### config.mk
export PLATFORM = sky130hd
export DESIGN_NAME = ecc_csr_error_logging
export DESIGN_NICKNAME = d
export VERILOG_FILES = /design/src/rtl/ecc_csr_error_logging.v /design/src/rtl/ecc_region_check.v /design/src/rtl/ecc_read_mux.v
export VERILOG_INCLUDE_DIRS = /design/src /design/src/rtl
export SDC_FILE = /design/constraint.sdc
export NUM_CORES = 1
export LEC_CHECK = 0
export BUFFER_PORTS_ARGS = -buffer_cell sky130_fd_sc_hd__buf_2
export CAP_MARGIN = 20
export CORE_MARGIN = 2
export CORE_UTILIZATION = 40
export DETAILED_ROUTE_END_ITERATION = 8
export PLACE_DENSITY = 0.69
export RECOVER_POWER = 50
export SYNTH_ARGS = -nofsm -noshare
export SYNTH_HDL_FRONTEND = slang
export SYNTH_HIERARCHICAL = 1
export SYNTH_SLANG_ARGS = --single-unit
### constraint.sdc
create_clock -name sys_clk -period 2.67 [get_ports sys_clk]
set_input_delay 0.1335 -clock sys_clk [delete_from_list [all_inputs] [get_ports sys_clk]]
set_output_delay 0.1335 -clock sys_clk [all_outputs]
set_load 0.01 [all_outputs]
### src/rtl/ecc_csr_map.vh
`ifndef ECC_CSR_MAP_VH
`define ECC_CSR_MAP_VH
// ****************************************
// Control and status register bit map
// ****************************************
`define CSR_WIDTH 16
`define CSR_RESET 16'h0000
`define BIT_PARITY_EN 0
`define BIT_CORR_DIS 1
`define BIT_DIAG 2
`define BIT_INH_PTR 3
`define BIT_SINGLE_ERROR_FLAG 4
`define FLD_LO 5
`define FLD_HI 11
`define BIT_UNUSED 12
`define BIT_INH_EN 13
`define BIT_RETRIEVE 14
`define BIT_DOUBLE_ERROR_FLAG 15
// Address bit that splits first and second 16K words (word address)
`define REGION_BIT 14
`define REGION_TOP_LO 15
`define REGION_TOP_HI 21
`define CHK_WIDTH 6
`endif

### src/rtl/ecc_csr_error_logging.v
`include "ecc_csr_map.vh"
`default_nettype none
module ecc_csr_error_logging (
   // Clock and reset
   input wire sys_clk,
   input wire nrst,
   input wire bus_init,
   // Register access
   input wire reg_read,
   input wire reg_write,
   input wire [15:0] reg_wdata,
   output reg [15:0] reg_rdata,
   // Memory cycle from the bus side
   input wire word_read_cycle,
   input wire read_pause_cycle,
   input wire word_write_cycle,
   input wire byte_write_cycle,
   input wire [21:0] extended_bus_address,
   // Results from ecc_logic for this cycle
   input wire single_err,
   input wire double_err,
   input wire [5:0] syndrome,
   input wire [5:0] array_check,
   // Controls to ecc_logic and bus
   output reg correct_en,
   output reg use_reg_check,
   output reg [5:0] reg_check,
   output reg bus_parity_line,
   output reg error_led,
   output reg mode_diag,
   output reg mode_corr_dis
);
   // ****************************************
   // State
   // ****************************************
   reg [15:0] ctl;
   reg [6:0] addr_lo;
   reg [3:0] addr_hi;
   reg [6:0] chk_store;
   wire [15:0] rdata;
   wire prot;
   wire diag_eff;
   wire cdis_eff;
   wire rd_cyc;
   wire any_err;
   wire single_error_flag_flag;
   wire double_error_flag_flag;
   wire single_error_flag;
   wire double_error_flag;
   wire log_addr;
   wire log_syn;
   wire log_chk;

   assign diag_eff = ctl[`BIT_DIAG] & ~ctl[`BIT_RETRIEVE];
   assign rd_cyc = word_read_cycle | read_pause_cycle;
   assign any_err = single_err | double_err;

   ecc_region_check u_region (
      .inh_en(ctl[`BIT_INH_EN]),
      .inh_ptr(ctl[`BIT_INH_PTR]),
      .diag_any(diag_eff | ctl[`BIT_CORR_DIS]),
      .addr(extended_bus_address),
      .prot(prot)
   );

   ecc_read_mux u_mux (
      .ctl(ctl),
      .addr_lo(addr_lo),
      .addr_hi(addr_hi),
      .chk_store(chk_store),
      .rdata(rdata)
   );

   // Protected accesses get normal-mode correction, check source and check capture; address and syndrome logging still stop in diag mode
   wire diag_u;
   wire cdis_u;
   assign diag_u = diag_eff & ~prot;
   assign cdis_u = ctl[`BIT_CORR_DIS] & ~prot;
   assign cdis_eff = cdis_u;

   // ****************************************
   // Error classification
   // ****************************************
   assign double_error_flag = rd_cyc & double_err;
   assign single_error_flag = rd_cyc & single_err & ~double_err;
   // Correction disabled prot-side keeps bit 4 off per disable/protected case
   assign single_error_flag_flag = single_error_flag & ~(ctl[`BIT_CORR_DIS] & prot & ~diag_eff);
   assign double_error_flag_flag = double_error_flag | (cdis_eff & rd_cyc & any_err);
   // Logging: address only outside diag; single error does not overwrite pending double unless correction is disabled
   assign log_addr = rd_cyc & any_err & ~diag_u & ~(diag_eff & prot)
      & (double_err | cdis_eff | ~ctl[`BIT_DOUBLE_ERROR_FLAG]);
   assign log_syn = (rd_cyc | byte_write_cycle) & any_err & ~ctl[`BIT_DIAG]
      & (double_err | cdis_eff | ~ctl[`BIT_DOUBLE_ERROR_FLAG]);
   assign log_chk = rd_cyc & diag_u;

   // ****************************************
   // Register update
   // ****************************************
   always @(posedge sys_clk or negedge nrst) begin
      if (!nrst) begin
         ctl <= `CSR_RESET;
         addr_lo <= 7'h00;
         addr_hi <= 4'h0;
         chk_store <= 7'h00;
      end else if (bus_init) begin
         ctl <= `CSR_RESET;
         addr_lo <= 7'h00;
         addr_hi <= 4'h0;
         chk_store <= 7'h00;
      end else begin
         if (reg_write) begin
            ctl <= reg_wdata & 16'hE01F;
            // Address log stays; check storage takes written bits
            chk_store <= reg_wdata[`FLD_HI:`FLD_LO];
         end
         // Hardware set wins over a same-cycle register write
         if (single_error_flag_flag)
            ctl[`BIT_SINGLE_ERROR_FLAG] <= 1'b1;
         if (double_error_flag_flag)
            ctl[`BIT_DOUBLE_ERROR_FLAG] <= 1'b1;
         if (log_addr) begin
            addr_lo <= extended_bus_address[17:11];
            addr_hi <= extended_bus_address[21:18];
         end
         if (log_syn)
            chk_store <= {1'b0, syndrome};
         else if (log_chk)
            chk_store <= {1'b0, array_check};
      end
   end

   // ****************************************
   // Outputs
   // ****************************************
   always @(posedge sys_clk or negedge nrst) begin
      if (!nrst) begin
         reg_rdata <= 16'h0000;
         correct_en <= 1'b1;
         use_reg_check <= 1'b0;
         reg_check <= 6'h00;
         bus_parity_line <= 1'b0;
         error_led <= 1'b0;
         mode_diag <= 1'b0;
         mode_corr_dis <= 1'b0;
      end else begin
         reg_rdata <= reg_read ? rdata : 16'h0000;
         correct_en <= ~cdis_eff;
         // Diag write uses register checks; otherwise fresh checks from logic
         use_reg_check <= diag_u & (word_write_cycle | byte_write_cycle);
         reg_check <= chk_store[5:0];
         bus_parity_line <= ctl[`BIT_PARITY_EN] & double_error_flag_flag;
         error_led <= bus_init ? 1'b0 : (error_led | double_error_flag);
         mode_diag <= diag_eff;
         mode_corr_dis <= ctl[`BIT_CORR_DIS];
      end
   end
   // Single errors raise nothing toward the processor unless correction is disabled and parity is enabled, which drives bus_parity_line
endmodule // ecc_csr_error_logging
`default_nettype wire

### src/rtl/ecc_region_check.v
`include "ecc_csr_map.vh"
`default_nettype none
// ****************************************
// Protected region decode
// ****************************************
module ecc_region_check (
   // Mode
   input wire inh_en,
   input wire inh_ptr,
   input wire diag_any,
   // Access
   input wire [21:0] addr,
   // Result
   output wire prot
);
   wire in_low32k;
   // Region is word address below 32K words, split at 16K
   assign in_low32k = (addr[`REGION_TOP_HI:`REGION_TOP_LO] == 7'h00);
   assign prot = inh_en & diag_any & in_low32k & (addr[`REGION_BIT] == inh_ptr);
endmodule // ecc_region_check
`default_nettype wire

### src/rtl/ecc_read_mux.v
`include "ecc_csr_map.vh"
`default_nettype none
// ****************************************
// Register read value assembly
// ****************************************
module ecc_read_mux (
   // Stored state
   input wire [15:0] ctl,
   input wire [6:0] addr_lo,
   input wire [3:0] addr_hi,
   input wire [6:0] chk_store,
   // Result
   output reg [15:0] rdata
);
   always @* begin
      rdata = ctl;
      rdata[`BIT_UNUSED] = 1'b0;
      // Retrieval bit overrides diag view, since it blocks diag mode
      if (ctl[`BIT_DIAG] & ~ctl[`BIT_RETRIEVE]) begin
         rdata[`FLD_HI:`FLD_LO] = chk_store;
      end else if (ctl[`BIT_RETRIEVE]) begin
         rdata[`FLD_HI:`FLD_LO] = {3'h0, addr_hi};
         if (ctl[`BIT_DIAG] & ctl[`BIT_INH_EN])
            rdata[`FLD_HI] = 1'b1;
      end else begin
         rdata[`FLD_HI:`FLD_LO] = addr_lo;
      end
   end
endmodule // ecc_read_mux
`default_nettype wire

==> results.tsv, run 1 <==
metric	value	unit
grt_max_degree	34	
ant_nets	0	
vdd_ir_drop_max	0.000348	V
fin_crit	2.39	ns
clk_path_buf_depth	2	
worstSetupPathType	reg -> reg	
powerDensity	621	nW/µm²
clock_sinks	54	
report.final.slew_viol_count	0	
grt_setup_unrepaired	false	
gr-usage-met3	3.30	%
syn-cell-area	2430	µm²
hold_viol	0	
outcome	finished, final reports clean	
postCtsSetupBuffers	0	
drc	0	
syn2layout_area_growth	20.4	%
rows	28	
syn-num-nets	257	
worst-path-max-fanout	11	
drive_gt1_share	29.1	%
clk_latency	0.31	ns
layout_commonest_cell	dfrtp_1	
wirelength	5.35	mm
worstPathCellList	or3b_2 > nor4_1 > nand2b_4 > a31oi_4 > a21oi_2 > a22o_1	
grt_pass1_wl	8.71	mm
drtPass1Iterations	4	
setup_viol	0	
wl_per_cell	15.6	µm
drv_cap	0	
regToRegEndpoint	addr_lo[6]$_DFFE_PN0P_	
fin_nets	328	
fin_worst_skew	0.00374	ns
cts_resized	0	
drt_iter0_drc	87	
fmax	0.419	GHz
fin_crit_sh	89.5	%
synth_cells	196	
synth.avg_cell_area	12.4	µm²
num_io_pins	89	
met2_usage	27.6	%
fillerInstances	574	
fin_cells	343	
cts.reportedPaths.clkPinSlew	0.09	ns
critical-path-slowest-cell	a21oi_2	
grt_use_total	17.4	%
hpwlAfterDp	3.95	mm
die_w	81.9	µm
busiest_layer	met2	
start_util	41.2	%
die_h	81.9	µm
relSlewSlack	17.3	%
p_leak	1.41	nW
antenna_found_initial	0	
gr-usage-met1	23.8	%
end_kind	register	
port_buffers	76	
cts_root_buf	clkbuf_8	
worst_ep_required_time	2.92	ns
grt_pass1_vias	1762	
cp-endpoint	addr_lo[6]$_DFFE_PN0P_	
slowest_delay	0.47	ns
hp-class	in -> reg	
layout_common_cells	dfrtp_1, buf_2, clkbuf_1	
num_vias	1698	
start_kind	register	
h-tree-depth	2	
cp-startpoint	ctl[13]$_DFFE_PN0P_	
cts_buffers	5	
setup_tns	0	ns
via_per_inst	4.95	
grt_overflow	0	
place.gp.congestion	0.776	
reg2reg_from	ctl[13]$_DFFE_PN0P_	
power	1.81	mW
ff2ff_setup_slack	0.28	ns
n_antenna_cell	0	
die_area	6710	µm²
worst_pin_slew	1.24	ns
min_delay_path_depth	2	
cts_tree	built	
arrival	2.64	ns
placed_cells	334	
coreArea	5890	µm²
yosysWarnings	6	
ff2ff_path_depth	6	
==> how the worst min path moves through the flow <==
stage	slack, ns	from	to
2_1_floorplan	-0.16	nrst	addr_hi[0]$_DFFE_PN0P_
3_3_place_gp	0.13	nrst	error_led$_DFF_PN0_
3_5_place_dp	0.13	nrst	error_led$_DFF_PN0_
4_1_cts	0.02	word_write_cycle	use_reg_check$_DFF_PN0_
5_1_grt	0.02	word_write_cycle	use_reg_check$_DFF_PN0_
6_report	0.03	word_write_cycle	use_reg_check$_DFF_PN0_
==> report_power, final <==
group,total [mW],internal [mW],switching (mW),leakage (nW)
Combinational,0.245,0.105,0.140,0.623
Sequential,0.907,0.874,0.0331,0.718
Clock,0.662,0.400,0.262,0.0714
Total,1.81,1.38,0.435,1.41
==> metrics by stage <==
| step | setup slack [ns] | cell area [µm²] | hold WS (ns) | util, % |
|---|---|---|---|---|
| 2_1_floorplan | 0.152 | 2430 | -0.162 | - |
| 3_3_place_gp | 0.296 | 2810 | 0.128 | 47.7 |
| 3_5_place_dp | 0.259 | 2810 | 0.132 | 47.7 |
| 4_1_cts | 0.314 | 2960 | 0.0231 | 50.3 |
| 5_1_grt | 0.119 | 2920 | 0.0169 | 49.7 |
| 6_report | 0.281 | 2920 | 0.0252 | 49.7 |
==> area by class of cell <==
class	instances	area [µm²]	area share (%)
Multi-Input combinational cell	121	936	32.0
Sequential cell	54	1350	46.3
Inverter	4	15.0	0.514
Clock inverter	2	60.1	2.05
Tap cell	75	93.8	3.21
Timing Repair Buffer	81	383	13.1
Clock buffer	6	82.6	2.83
==> worst max-delay path: cells and delay by family, from the launching register on <==
family / cells / cell delay, ns
DFF: 1 / 0.41
AOI/OAI and AO/OA: 3 / 0.81
and+or+nand+nor: 3 / 1.11
==> per-layer routing <==
metal	vias up	share of wire [%]
met5	-	0
met4	0	1.4
met3	5	5.9
met2	56	47
met1	808	46
li1	829	-
==> registers in the layout (all words and copies together), names as in the netlist <==
name / count
reg_rdata: 16
ctl: 8
addr_lo: 7
chk_store: 7
reg_check: 6
addr_hi: 4
bus_parity_line: 1
correct_en: 1
error_led: 1
mode_corr_dis: 1
mode_diag: 1
use_reg_check: 1
==> timing repair <==
item,4_1_cts,5_1_grt
hold buffers,1,0
setup endpoints to repair,0,0
endpoints found under the hold margin,20,0
No activity file was read; power rests on OpenSTA's default activity.
==> run 2: changes to the inputs <==
- PLACE_DENSITY: 0.69 -> 0.7
- SYNTH_HIERARCHICAL: 1 -> not set
==> run 2 against run 1 <==
Fmax rose by 23%; first-iteration DRC count is 17% higher; combinational power about the same; total power decreased by 13%; cell count rose by 4.7%; sequential power fell by 2%; die area down 0.74%; largest cell class unchanged; global-route usage down 0.095 points.
==> results.tsv, run 2 <==
metric	value	unit
synth_xor_xnor_area_share	0.364	%
synth_top_family_by_area	simple AND/OR/NAND/NOR gates	
num_vias	1894	
power	1.58	mW
die_h	81.6	µm
yosysTopAreaCellShare	54.0	%
worstPathCellList	nand2b_4 > inv_1 > nand2_1 > or3_2 > a32o_1	
p_leak	1.37	nW
crit_family	simple AND/OR/NAND/NOR gates	
grt_overflow	0	
worstSetupPathType	reg -> reg	
slowest_delay	0.54	ns
antenna_found_initial	0	
clk_path_buf_depth	2	
end_kind	register	
async_reset_ff_share	100	%
grt_use_total	17.3	%
wirelength	5.42	mm
synth_area_leaders	dfrtp_1, mux2i_1, o31ai_1, a21oi_1, nand4_1	
drt_iter0_drc	102	
fmax	0.517	GHz
powerDensity	545	nW/µm²
synth_seq_cells	53	
rows	28	
yosysWarnings	0	
layout_common_cells	buf_2, dfrtp_1, mux2i_1, clkbuf_1, a21oi_1	
cp-startpoint	ctl[14]$_DFFE_PN0P_	
port_buffers	75	
layout_commonest_cell	buf_2	
grt_pass1_vias	1861	
syn-num-nets	273	
synth_compound_area_share	13.2	%
die_area	6660	µm²
clk_latency	0.30	ns
start_kind	register	
worst_pin_slew	1.41	ns
grt_setup_unrepaired	false	
fin_crit_sh	72.5	%
seq_area_frac_synth	55.1	%
finish.utilization	49.3	%
muxShareOfSynthArea	9.19	%
die_w	81.6	µm
cts_buffers	5	
yosys.area.top_type	dfrtp_1	
fin_worst_skew	0.00478	ns
fillerInstances	557	
ant_nets	0	
critical-path-slowest-cell	dfrtp_1	
place.gp.congestion	0.798	
synth_fa_ha_area_share	0	%
regMostFlops	reg_rdata	
via_per_inst	5.28	
setup_viol	0	
synthSimpleGateAreaFrac	18.6	%
hp-class	in -> reg	
wl_per_cell	15.1	µm
outcome	finished, final reports clean	
synth.avg_cell_area	11.4	µm²
arrival	2.13	ns
ys.flop_type	dfrtp_1	
fin_cells	359	
cts_root_buf	clkbuf_8	
drv_cap	0	
crit_buf_inv	1	
setup_tns	0	ns
start_util	40.9	%
report.final.slew_viol_count	0	
clock_sinks	53	
drtPass1Iterations	4	
worst-path-max-fanout	14	
relSlewSlack	5.72	%
h-tree-depth	2	
cts_tree	built	
largest_register_ffs	15	
syn2layout_area_growth	20.6	%
whs	0.0477	ns
synth_cells	212	
hold_viol	0	
hold_start	syndrome[4]	
syn-cell-area	2410	µm²
fin_crit	1.94	ns
yosysMostFrequentCell	dfrtp_1	
reg2reg_from	ctl[14]$_DFFE_PN0P_	
grt_max_degree	28	
synth-edff-count	0	
netlist_top_cells_count	dfrtp_1, mux2i_1, a21oi_1	
worst_ep_required_time	2.87	ns
placed_cells	350	
fin_nets	344	
coreArea	5890	µm²
grt_pass1_wl	8.79	mm
hpwlAfterDp	3.94	mm
top_regs	reg_rdata x15, ctl x8	
postCtsSetupBuffers	0	
vdd_ir_drop_max	0.000214	V
num_io_pins	89	
cts_resized	0	
drc	0	
drive_gt1_share	28.2	%
synthDistinctLibCells	39	
n_antenna_cell	0	
cts.reportedPaths.clkPinSlew	0.09	ns
==> run 2: cell types whose count changed in the layout (fill, tap and decap cells not counted), moves of 5 or more <==
cell | before | now
clkbuf_1 | 26 | 21
o221ai_1 | 6 | 0
o211ai_1 | 6 | 0
a21oi_1 | 2 | 15
nand4_1 | 1 | 12
a32o_1 | 0 | 6
o21ai_0 | 1 | 12
o21ai_1 | 5 | 0
o31ai_1 | 0 | 11
a22o_1 | 10 | 0
==> run 2: worst paths after layout <==
| check | endpoint | slack [ns] | cells past startpoint |
|---|---|---|---|
| max | chk_store[2]$_DFFE_PN0P_ | 0.73 | 5 |
| min | chk_store[4]$_DFFE_PN0P_ | 0.05 | 2 |
| max reg2reg | chk_store[2]$_DFFE_PN0P_ | 0.73 | 5 |
| min reg2reg | reg_check[0]$_DFF_PN0_ | 0.41 | 0 |
| max in group asynchronous | correct_en$_DFF_PN1_ | 0.90 | 3 |
| min in group asynchronous | reg_check[4]$_DFF_PN0_ | 0.68 | 2 |
==> run 2: layout make-up <==
class	count	area (µm²)	area share, %
flip-flops and latches	53	1330	45.7
clock inverters	3	22.5	0.776
inverters	1	3.75	0.129
clock buffers	5	68.8	2.37
repair buffers	80	387	13.3
multi-input cells	142	1000	34.5
well taps	75	93.8	3.23
==> run 2: where the power goes <==
group	switching, mW	internal, mW	total [mW]	leakage, nW
clock	0.267	0.184	0.451	0.0364
sequential	0.0309	0.857	0.888	0.704
combinational	0.140	0.105	0.244	0.626
==> run 2: logic make-up (layout without fill, tap and decap cells) <==
group                  Yosys count  count (layout)
other                            1               1
multiplexers                    22              22
buffers and inverters           17              89
AO/OA/AOI/OAI                   48              48
XOR/XNOR                         1               1
AND/OR/NAND/NOR                 70              70
flip-flops                      53              53
==> run 2: timing repair <==
item / 4_1_cts / 5_1_grt
hold buffers: 1 / 0
hold endpoints to repair: 26 / 0
endpoints found under the setup margin: 0 / 0
==> run 2: metal layers <==
layer  global-route usage [%]  up-vias  wire length (µm)
li1                         -      904                 -
met1                     22.5      921              2310
met2                     28.7       58              2680
met3                     3.30       11               309
met4                     6.50        0               117
met5                        0        -                 0
==> run 2: through the flow <==
stage	area (µm²)	setup WS, ns
global route	2900	0.565
floorplan	2410	1.14
detailed placement	2830	0.751
CTS	2930	0.730
global placement	2830	0.791
finish	2900	0.735
